## config.mk

```make
export PLATFORM = sky130hd
export DESIGN_NAME = video_switch_control_regs
export DESIGN_NICKNAME = d
export VERILOG_FILES = /design/src/video_switch_pkg.sv /design/src/video_switch_control_regs.sv /design/src/i2c_target_port.sv
export VERILOG_INCLUDE_DIRS = /design/src /design/src/src
export SDC_FILE = /design/constraint.sdc
export NUM_CORES = 1
export LEC_CHECK = 0
export BUFFER_PORTS_ARGS = -buffer_cell sky130_fd_sc_hd__buf_4
export CAP_MARGIN = 40
export CELL_PAD_IN_SITES_DETAIL_PLACEMENT = 1
export CELL_PAD_IN_SITES_GLOBAL_PLACEMENT = 2
export CORE_MARGIN = 2
export CORE_UTILIZATION = 38
export CTS_BUF_LIST = sky130_fd_sc_hd__clkbuf_16
export DETAILED_ROUTE_END_ITERATION = 12
export GPL_TIMING_DRIVEN = 0
export HOLD_SLACK_MARGIN = 0.02
export PLACE_DENSITY = 0.75
export SYNTH_ARGS = -nofsm -noshare
export SYNTH_HDL_FRONTEND = slang
export SYNTH_SLANG_ARGS = --single-unit
```

## constraint.sdc

```tcl
create_clock -name clock_i -period 2.3 [get_ports clock_i]
set_input_delay 0.46 -clock clock_i [delete_from_list [all_inputs] [get_ports clock_i]]
set_output_delay 0.46 -clock clock_i [all_outputs]
set_load 0.02 [all_outputs]
```

## src/video_switch_cfg.svh

```systemverilog
`ifndef VIDEO_SWITCH_CFG_SVH
`define VIDEO_SWITCH_CFG_SVH

// register offsets
`define REG_STATUS_OFS     8'h01
`define REG_CFG_POWER_OFS  8'h02
`define REG_CFG_DETECT_OFS 8'h03

// reset values
`define CFG_POWER_RST      8'h00
`define CFG_DETECT_RST     8'h08

// writable bits of the power and selection register, reserved bit 2 held at zero
`define CFG_POWER_WMASK    8'hfb
// writable bits of the detect register, bits 2:0 reserved
`define CFG_DETECT_WMASK   8'hf8

// seven-bit target address with the strap bit cleared
`define I2C_BASE_ADDR      7'h2c

// field codes
`define PWR_MODE_NORMAL    2'b00
`define PWR_MODE_STANDBY   2'b01
`define DDC_CODE_RANGE2    2'b00
`define DDC_CODE_RANGE3    2'b01
`define DDC_CODE_RANGE1    2'b11
`define DDC_RANGE_1        2'd1
`define DDC_RANGE_2        2'd2
`define DDC_RANGE_3        2'd3

`endif

```

## src/video_switch_pkg.sv

```systemverilog
package video_switch_pkg;

	typedef struct packed {
		logic       rsvd;
		logic [1:0] active_port;
		logic       clk_valid;
		logic [3:0] cable_power_sense;
	} status_t;

	typedef struct packed {
		logic [1:0] power_mode;
		logic       auto_sel;
		logic [1:0] priority_port;
		logic       rsvd;
		logic [1:0] edge_rate;
	} cfg_power_t;

	typedef struct packed {
		logic       clk_det_off;
		logic [1:0] manual_port;
		logic [1:0] ddc_offset_range_select;
		logic [2:0] rsvd;
	} cfg_detect_t;

	// register access from the serial port
	typedef struct packed {
		logic       wr;
		logic       rd_done;
		logic [7:0] addr;
		logic [7:0] wdata;
	} reg_req_t;

	typedef enum logic [3:0] {
		I2C_IDLE,
		I2C_ADDR,
		I2C_ADDR_ACK,
		I2C_SUB,
		I2C_SUB_ACK,
		I2C_WDATA,
		I2C_WACK,
		I2C_RDATA,
		I2C_RACK
	} i2c_state_t;

endpackage : video_switch_pkg

```

## src/video_switch_control_regs.sv

```systemverilog
`timescale 1ns/1ps
`include "video_switch_cfg.svh"

// Function
// irq rises for a status change; drops once the host has read status.
// status register returns live conditions on every read.
// power mode: 00 normal, 01 standby, 10 or 11 deep sleep.
// automatic selection picks the port from cable power sense and priority.
// with automatic selection off the manual port field chooses the port.
// host reads status after toggling automatic selection to learn the port.
// priority field 00..11 names ports 1..4.
// host never writes one into reserved bit 2; it stays zero.
// two-bit edge rate: 00 fastest, then +50, +100, +120 ps.
// detect enabled: data terminations only after valid clock on selected port.
// detect disabled: data terminations connected whenever the port is selected.
// manual field enables exactly one port, all others disabled.
// ddc offset code: 00 range 2, 01 range 3, 11 range 1.
// status: active port 6:5, valid clock 4, cable power 3:0.
// with detection disabled the valid clock bit reads one.
// any status change raises irq, held until the host reads status.
module video_switch_control_regs
	import video_switch_pkg::*;
#(
	parameter int NUM_PORTS = 4
) (
	// clock and reset
	input  logic                 clock_i,
	input  logic                 sys_rst_i,
	// host serial port
	input  logic                 scl_i,
	input  logic                 sda_i,
	output logic                 sda_o,
	output logic                 sda_oe_o,
	input  logic                 local_addr_sel_i,
	output logic                 irq_o,
	// port sensing
	input  logic [NUM_PORTS-1:0] cable_power_sense_i,
	input  logic [NUM_PORTS-1:0] port_clock_valid_i,
	// switch controls
	output logic [NUM_PORTS-1:0] port_enable_o,
	output logic [NUM_PORTS-1:0] data_term_enable_o,
	output logic                 tmds_out_enable_o,
	output logic                 standby_o,
	output logic                 deep_sleep_state_o,
	output logic [1:0]           edge_rate_o,
	output logic [1:0]           ddc_offset_range_select_o,
	output logic [1:0]           ddc_offset_range_o
);

	reg_req_t              req;
	logic [7:0]            rdata;
	logic [NUM_PORTS-1:0]  pwr_s1_q, pwr_s2_q, clk_s1_q, clk_s2_q;
	cfg_power_t            cfg_power_q, cfg_power_d;
	cfg_detect_t           cfg_detect_q, cfg_detect_d;
	status_t               status_q, status_d;
	logic [1:0]            active_q, active_d;
	logic                  irq_q, irq_d;
	logic [NUM_PORTS-1:0]  port_en_q, port_en_d, term_q, term_d;
	logic                  out_en_q, out_en_d, standby_q, standby_d, sleep_q, sleep_d;
	logic [1:0]            edge_q, edge_d, ovs_q, ovs_d, range_q, range_d;
	logic                  clk_valid, normal_mode, status_read;

	function automatic logic [NUM_PORTS-1:0] port_onehot(input logic [1:0] idx);
		port_onehot      = '0;
		port_onehot[idx] = 1'b1;
	endfunction : port_onehot

	i2c_target_port u_i2c (
		.clock_i          (clock_i),
		.sys_rst_i        (sys_rst_i),
		.scl_i            (scl_i),
		.sda_i            (sda_i),
		.sda_o            (sda_o),
		.sda_oe_o         (sda_oe_o),
		.local_addr_sel_i (local_addr_sel_i),
		.req_o            (req),
		.rdata_i          (rdata)
	);

	// register read mux
	always_comb begin
		case (req.addr)
			`REG_STATUS_OFS:     rdata = status_q;
			`REG_CFG_POWER_OFS:  rdata = cfg_power_q;
			`REG_CFG_DETECT_OFS: rdata = cfg_detect_q;
			default:             rdata = 8'h00;
		endcase
	end

	assign status_read = req.rd_done && (req.addr == `REG_STATUS_OFS);

	// configuration registers
	always_comb begin
		cfg_power_d  = cfg_power_q;
		cfg_detect_d = cfg_detect_q;
		if (req.wr && req.addr == `REG_CFG_POWER_OFS) begin
			cfg_power_d = req.wdata & `CFG_POWER_WMASK;
		end
		if (req.wr && req.addr == `REG_CFG_DETECT_OFS) begin
			cfg_detect_d = req.wdata & `CFG_DETECT_WMASK;
		end
	end

	// port choice and status
	always_comb begin
		active_d = active_q;
		if (cfg_power_q.auto_sel) begin
			if (pwr_s2_q[cfg_power_q.priority_port]) begin
				active_d = cfg_power_q.priority_port; // see
			end else begin
				for (int i = NUM_PORTS - 1; i >= 0; i--) begin
					if (pwr_s2_q[i]) begin
						active_d = 2'(i);
					end
				end
			end
		end else begin
			active_d = cfg_detect_q.manual_port;
		end
		clk_valid                  = cfg_detect_q.clk_det_off | clk_s2_q[active_q];
		status_d.rsvd              = 1'b0;
		status_d.active_port       = active_q;
		status_d.clk_valid         = clk_valid;
		status_d.cable_power_sense = pwr_s2_q;
		// set wins over a read that completes in the same cycle
		irq_d = (status_d != status_q) | (irq_q & ~status_read); // see
	end

	// switch controls
	always_comb begin
		normal_mode = (cfg_power_q.power_mode == `PWR_MODE_NORMAL);
		standby_d   = (cfg_power_q.power_mode == `PWR_MODE_STANDBY);
		sleep_d     = cfg_power_q.power_mode[1];
		port_en_d   = normal_mode ? port_onehot(active_q) : '0;
		term_d      = (clk_valid) ? port_en_d : '0; // see
		out_en_d    = normal_mode & clk_valid;
		edge_d      = cfg_power_q.edge_rate;
		ovs_d       = cfg_detect_q.ddc_offset_range_select;
		case (cfg_detect_q.ddc_offset_range_select)
			`DDC_CODE_RANGE1: range_d = `DDC_RANGE_1;
			`DDC_CODE_RANGE3: range_d = `DDC_RANGE_3;
			default:          range_d = `DDC_RANGE_2;
		endcase
	end

	always_ff @(posedge clock_i) begin
		if (sys_rst_i) begin
			pwr_s1_q     <= '0;
			pwr_s2_q     <= '0;
			clk_s1_q     <= '0;
			clk_s2_q     <= '0;
			cfg_power_q  <= `CFG_POWER_RST;
			cfg_detect_q <= `CFG_DETECT_RST;
			status_q     <= '0;
			active_q     <= 2'd0;
			irq_q        <= 1'b0;
			port_en_q    <= '0;
			term_q       <= '0;
			out_en_q     <= 1'b0;
			standby_q    <= 1'b0;
			sleep_q      <= 1'b0;
			edge_q       <= 2'd0;
			ovs_q        <= `DDC_CODE_RANGE3;
			range_q      <= `DDC_RANGE_3;
		end else begin
			pwr_s1_q     <= cable_power_sense_i;
			pwr_s2_q     <= pwr_s1_q;
			clk_s1_q     <= port_clock_valid_i;
			clk_s2_q     <= clk_s1_q;
			cfg_power_q  <= cfg_power_d;
			cfg_detect_q <= cfg_detect_d;
			status_q     <= status_d;
			active_q     <= active_d;
			irq_q        <= irq_d;
			port_en_q    <= port_en_d;
			term_q       <= term_d;
			out_en_q     <= out_en_d;
			standby_q    <= standby_d;
			sleep_q      <= sleep_d;
			edge_q       <= edge_d;
			ovs_q        <= ovs_d;
			range_q      <= range_d;
		end
	end

	assign irq_o                     = irq_q;
	assign port_enable_o             = port_en_q;
	assign data_term_enable_o        = term_q;
	assign tmds_out_enable_o         = out_en_q;
	assign standby_o                 = standby_q;
	assign deep_sleep_state_o        = sleep_q;
	assign edge_rate_o               = edge_q;
	assign ddc_offset_range_select_o = ovs_q;
	assign ddc_offset_range_o        = range_q;
endmodule : video_switch_control_regs

```

## src/i2c_target_port.sv

```systemverilog
`timescale 1ns/1ps
`include "video_switch_cfg.svh"

module i2c_target_port
	import video_switch_pkg::*;
(
	// clock and reset
	input  logic       clock_i,
	input  logic       sys_rst_i,
	// serial pins
	input  logic       scl_i,
	input  logic       sda_i,
	output logic       sda_o,
	output logic       sda_oe_o,
	input  logic       local_addr_sel_i,
	// register side
	output reg_req_t   req_o,
	input  logic [7:0] rdata_i
);

	logic [2:0]  sync1_q, sync2_q;
	logic        scl_prev_q, sda_prev_q;
	i2c_state_t  state_q, state_d;
	logic [3:0]  cnt_q, cnt_d;
	logic [7:0]  sh_q, sh_d;
	logic [7:0]  tx_q, tx_d;
	logic [7:0]  ptr_q, ptr_d;
	logic        rw_q, rw_d;
	logic        ack_q, ack_d;
	logic        oe_q, oe_d;
	reg_req_t    req_q, req_d;
	logic        scl_s, sda_s, rise, fall, start_c, stop_c;

	assign scl_s    = sync2_q[0];
	assign sda_s    = sync2_q[1];
	assign rise     = scl_s & ~scl_prev_q;
	assign fall     = ~scl_s & scl_prev_q;
	assign start_c  = scl_s & scl_prev_q & sda_prev_q & ~sda_s;
	assign stop_c   = scl_s & scl_prev_q & ~sda_prev_q & sda_s;
	assign sda_o    = 1'b0;
	assign sda_oe_o = oe_q;
	assign req_o    = req_q;

	always_comb begin
		state_d = state_q;
		cnt_d   = cnt_q;
		sh_d    = sh_q;
		tx_d    = tx_q;
		ptr_d   = ptr_q;
		rw_d    = rw_q;
		ack_d   = ack_q;
		oe_d    = oe_q;
		req_d   = '0;
		req_d.addr  = ptr_q;
		req_d.wdata = sh_q;
		if (start_c) begin
			state_d = I2C_ADDR;
			cnt_d   = 4'd0;
			oe_d    = 1'b0;
		end else if (stop_c) begin
			state_d = I2C_IDLE;
			oe_d    = 1'b0;
		end else if (rise) begin
			case (state_q)
				I2C_ADDR, I2C_SUB, I2C_WDATA: begin
					sh_d  = {sh_q[6:0], sda_s};
					cnt_d = cnt_q + 4'd1;
				end
				I2C_RDATA: cnt_d = cnt_q + 4'd1;
				I2C_RACK: begin
					// completed byte reported with the old pointer in the same cycle the pointer moves on
					ack_d         = ~sda_s;
					req_d.rd_done = 1'b1;
					ptr_d         = ptr_q + 8'd1;
				end
				default: ;
			endcase
		end else if (fall) begin
			case (state_q)
				I2C_ADDR: if (cnt_q == 4'd8) begin
					if (sh_q[7:1] == (`I2C_BASE_ADDR | {6'd0, sync2_q[2]})) begin
						rw_d    = sh_q[0];
						oe_d    = 1'b1;
						state_d = I2C_ADDR_ACK;
					end else begin
						state_d = I2C_IDLE;
					end
				end
				I2C_ADDR_ACK: begin
					cnt_d = 4'd0;
					if (rw_q) begin
						tx_d    = rdata_i;
						oe_d    = ~rdata_i[7];
						state_d = I2C_RDATA;
					end else begin
						oe_d    = 1'b0;
						state_d = I2C_SUB;
					end
				end
				I2C_SUB: if (cnt_q == 4'd8) begin
					ptr_d   = sh_q;
					oe_d    = 1'b1;
					state_d = I2C_SUB_ACK;
				end
				I2C_SUB_ACK, I2C_WACK: begin
					oe_d    = 1'b0;
					cnt_d   = 4'd0;
					state_d = I2C_WDATA;
				end
				I2C_WDATA: if (cnt_q == 4'd8) begin
					req_d.wr = 1'b1;
					oe_d     = 1'b1;
					state_d  = I2C_WACK;
				end
				I2C_RDATA: begin
					if (cnt_q == 4'd8) begin
						oe_d    = 1'b0;
						state_d = I2C_RACK;
					end else begin
						tx_d = {tx_q[6:0], 1'b0};
						oe_d = ~tx_q[6];
					end
				end
				I2C_RACK: begin
					cnt_d = 4'd0;
					if (ack_q) begin
						tx_d    = rdata_i;
						oe_d    = ~rdata_i[7];
						state_d = I2C_RDATA;
					end else begin
						state_d = I2C_IDLE;
					end
				end
				default: state_d = I2C_IDLE;
			endcase
		end
		if (state_q == I2C_WACK && fall) begin
			ptr_d = ptr_q + 8'd1;
		end
	end

	always_ff @(posedge clock_i) begin
		if (sys_rst_i) begin
			sync1_q    <= 3'b011;
			sync2_q    <= 3'b011;
			scl_prev_q <= 1'b1;
			sda_prev_q <= 1'b1;
			state_q    <= I2C_IDLE;
			cnt_q      <= 4'd0;
			sh_q       <= 8'h00;
			tx_q       <= 8'h00;
			ptr_q      <= 8'h00;
			rw_q       <= 1'b0;
			ack_q      <= 1'b0;
			oe_q       <= 1'b0;
			req_q      <= '0;
		end else begin
			sync1_q    <= {local_addr_sel_i, sda_i, scl_i};
			sync2_q    <= sync1_q;
			scl_prev_q <= scl_s;
			sda_prev_q <= sda_s;
			state_q    <= state_d;
			cnt_q      <= cnt_d;
			sh_q       <= sh_d;
			tx_q       <= tx_d;
			ptr_q      <= ptr_d;
			rw_q       <= rw_d;
			ack_q      <= ack_d;
			oe_q       <= oe_d;
			req_q      <= req_d;
		end
	end

endmodule : i2c_target_port

```

==> flow_summary.ini <==
[timing]
finalCritPeriodShare = 0.8924
relSlewSlack = 0.5553
hold_violations = 0
finClkSkew_ps = 6.616
layout_min_cycle_time_ps = 2052
fmaxAchievable_mhz = 487.2
fin_hold_ws_ps = 227.0
grt_setup_unrepaired = false
drv_slew = 0
tightest_slew_ps = 667.0
finalSetupViolations = 0

[cells_and_area]
fin_nets = 555
stdcell_count = 715
final_area_um2 = 5761
diodes = 0
fillCellCount = 1358
syn2layout_area_growth_pct = 22.02
layout-drive-gt1-share = 0.1810

[detailed_routing]
route.detailed.drc = 0
vias_per_cell = 5.053
dr.pass1.iters = 4
routed_wirelength_um = 12320
ant_nets = 0
wl_per_cell_um = 17.23
vias = 3613
first_iter_violations = 178

[outcome]
status = finished clean

[cts]
clock_latency_ps = 420
cts_htree_levels = 4
clk_pin_slew_ps = 50
postCtsSetupRepairBufs = 0
clock_sinks = 114
cts-buffers-inserted = 17
root_buffer = clkbuf_16
cts_buffer_depth = 2
cts_tree = yes

[power_and_ir_drop]
powerDensity_nw_per_um2 = 850.4
ir_drop_uv = 457.3
leakage_nw = 2.297

[hold_path]
hold-path-cell-count = 2
hp-class = input pin to flop

[synth]
syn-cell-area_um2 = 4721
synth_edf_count = 0
ys_seq_area_frac = 0.4834
yosys_warnings = 0
synth_nets = 506
synth.distinct_cells = 69
synth_cells = 485
syn_area_per_cell_um2 = 9.734
synth_area_leaders = dfxtp_1, nor2b_1, mux2i_1
synth_top_cell_area_share = 0.4834
yosysTopAreaCell = dfxtp_1
synth-main-ff-cell = dfxtp_1
ys_seq_elements = 114
synth-async-reset-ratio = 0

[die]
die_w_um = 115.5
coreArea_um2 = 12060
ioPinCount = 33
die_area_um2 = 13330
rows = 40
initial_utilization = 0.3914
die_y_um = 115.5

[worst_setup_path]
r2r_cells = 9
critPathRequiredTime_ps = 2580
crit_chain = inv_1 > ha_1 > buf_2 > inv_1 > a211oi_1 > a2bb2oi_2 > buf_2 > o21ai_1 > o31ai_1
cpPeakStageDelay_ps = 340
crit_family = compound AO/OA/AOI/OAI gates
cp_slowest_cell = dfxtp_1
crit_fanout = 10
path_class = flop to flop
worst_ep_arrival_time_ps = 2330
cp-start-kind = flop
cp.depth = 9
ff2ff_setup_slack_ps = 250
end_kind = flop
path_buf_inv = 4

[placed_design]
globalplace.congestion = 0.8105
place_area_um2 = 5156
port_buffers = 30
dp.cells = 683
dp_hpwl_um = 8737

[global_routing]
grt_max_degree = 17
grt_pass1_vias = 3872
antenna_found_initial = 0
grt_pass1_wl_um = 20230
grt.total_usage = 0.2023
overflow = 0

[job]
maxCapViolations = 0
[metal layers]
layer | share of wire | global-route usage | vias up
li1 | - | - | 1789
met1 | 0.46 | 0.2387 | 1752
met2 | 0.49 | 0.3520 | 54
met3 | 0.031 | 0.05230 | 18
met4 | 0.018 | 0.07871 | 0
met5 | 0 | 0 | -
[logic make-up (layout without fill, tap and decap cells)]
family / after synthesis / after routing / synth area share
AO/OA/AOI/OAI: 82 / 82 / 0.1301
XOR/XNOR: 9 / 9 / 0.01670
adder cells (fa/ha/maj): 9 / 9 / 0.02332
buffers and inverters: 40 / 102 / 0.04134
flip-flops: 114 / 114 / 0.4834
multiplexers: 31 / 31 / 0.07077
other: 1 / 1 / 0.0007944
AND/OR/NAND/NOR: 199 / 199 / 0.2335
[worst register-to-register path: stages, from the launching register on]
cell       delay (ps)
dfxtp_1           340
inv_1              90
ha_1              190
buf_2             250
inv_1             110
a211oi_1          290
a2bb2oi_2         180
buf_2             220
o21ai_1           160
o31ai_1            80
[synthesized netlist by cell type (5+ instances only)]
library cell and count:
dfxtp_1 114, nor2_1 50, nor2b_1 48, nand2_1 22, mux2i_1 21, a21oi_1 14
clkbuf_1 14, nand3_1 12, inv_1 11, nand2b_1 11, nor3_1 11, or2_2 10
buf_2 9, ha_1 8, mux2_2 7, o21ai_0 7, o22a_1 7, a22oi_1 6
o2bb2ai_1 6, o21ai_1 5, o31ai_1 5, xnor2_1 5
[cells in the final DEF, fill, tap and decap left out, types with 7 or more instances in the layout]
master     netlist  routed
inv_1           11      12
dfxtp_1        114     114
nor3_1          11      11
buf_4            3      33
nor2b_1         48      48
o21ai_0          7       7
ha_1             8       8
mux2_2           7       7
or2_2           10      10
nor2_1          50      50
a21oi_1         14      14
mux2i_1         21      21
nand3_1         12      12
buf_2            9       9
nand2_1         22      22
o22a_1           7       7
nand2b_1        11      11
clkbuf_1        14      14
clkbuf_16        0      17
[cell type report]
type                       count  area (um^2)  area share
sequential                   114         2282      0.3962
multi-input combinational    331         2250      0.3905
clock buffer                  17        425.4     0.07385
timing repair buffer          30        225.2     0.03910
tap                          168        210.2     0.03649
clock inverter                15        172.7     0.02997
buffer                        29        153.9     0.02672
inverter                      11        41.29    0.007168
[report_power, final]
part	switching [mW]	internal, mW
Sequential	0.0186	2.01
Combinational	0.113	0.0757
Clock	0.907	1.78
[registers in the layout, indices dropped and copies added (netlist names), 3 cells and up]
signal / count
u_i2c.req_o: 17
u_i2c.ptr_q: 8
u_i2c.sh_q: 8
status_q: 7
u_i2c.tx_q: 7
cfg_power_q: 5
clk_s1_q: 4
clk_s2_q: 4
data_term_enable_o: 4
port_enable_o: 4
pwr_s1_q: 4
pwr_s2_q: 4
u_i2c.cnt_q: 4
u_i2c.state_q: 4
cfg_detect_q: 3
u_i2c.sync1_q: 3
u_i2c.sync2_q: 3
[path summary, 6_finish.rpt]
path,from,end
setup / recovery,u_i2c.scl_prev_q$_SDFF_PP1_,u_i2c.ptr_q[5]$_SDFFE_PP0P_
hold / removal,scl_i,u_i2c.sync1_q[0]$_SDFF_PP1_
setup reg to reg,u_i2c.scl_prev_q$_SDFF_PP1_,u_i2c.ptr_q[5]$_SDFFE_PP0P_
hold reg to reg,u_i2c.sync1_q[1]$_SDFF_PP1_,u_i2c.sync2_q[1]$_SDFF_PP1_
[per-stage QoR]
stage	setup TNS [ps]	power [mW]	setup slack (ps)	utilization
finish	0	4.899	247.6	0.4776
global route	0	5.044	109.7	0.4776
CTS	0	4.937	46.71	0.4771
detailed placement	-172.1	2.256	-80.52	0.4275
global placement	-179.1	2.253	-102.4	0.4275
floorplan	0	2.183	473.6	-
[what timing repair did]
| action | CTS | global route |
|---|---|---|
| gates resized for setup | 0 | 1 |
| setup endpoints to repair | 0 | 7 |
| hold buffers | 0 | 0 |
(Power assumes the default switching activity.)
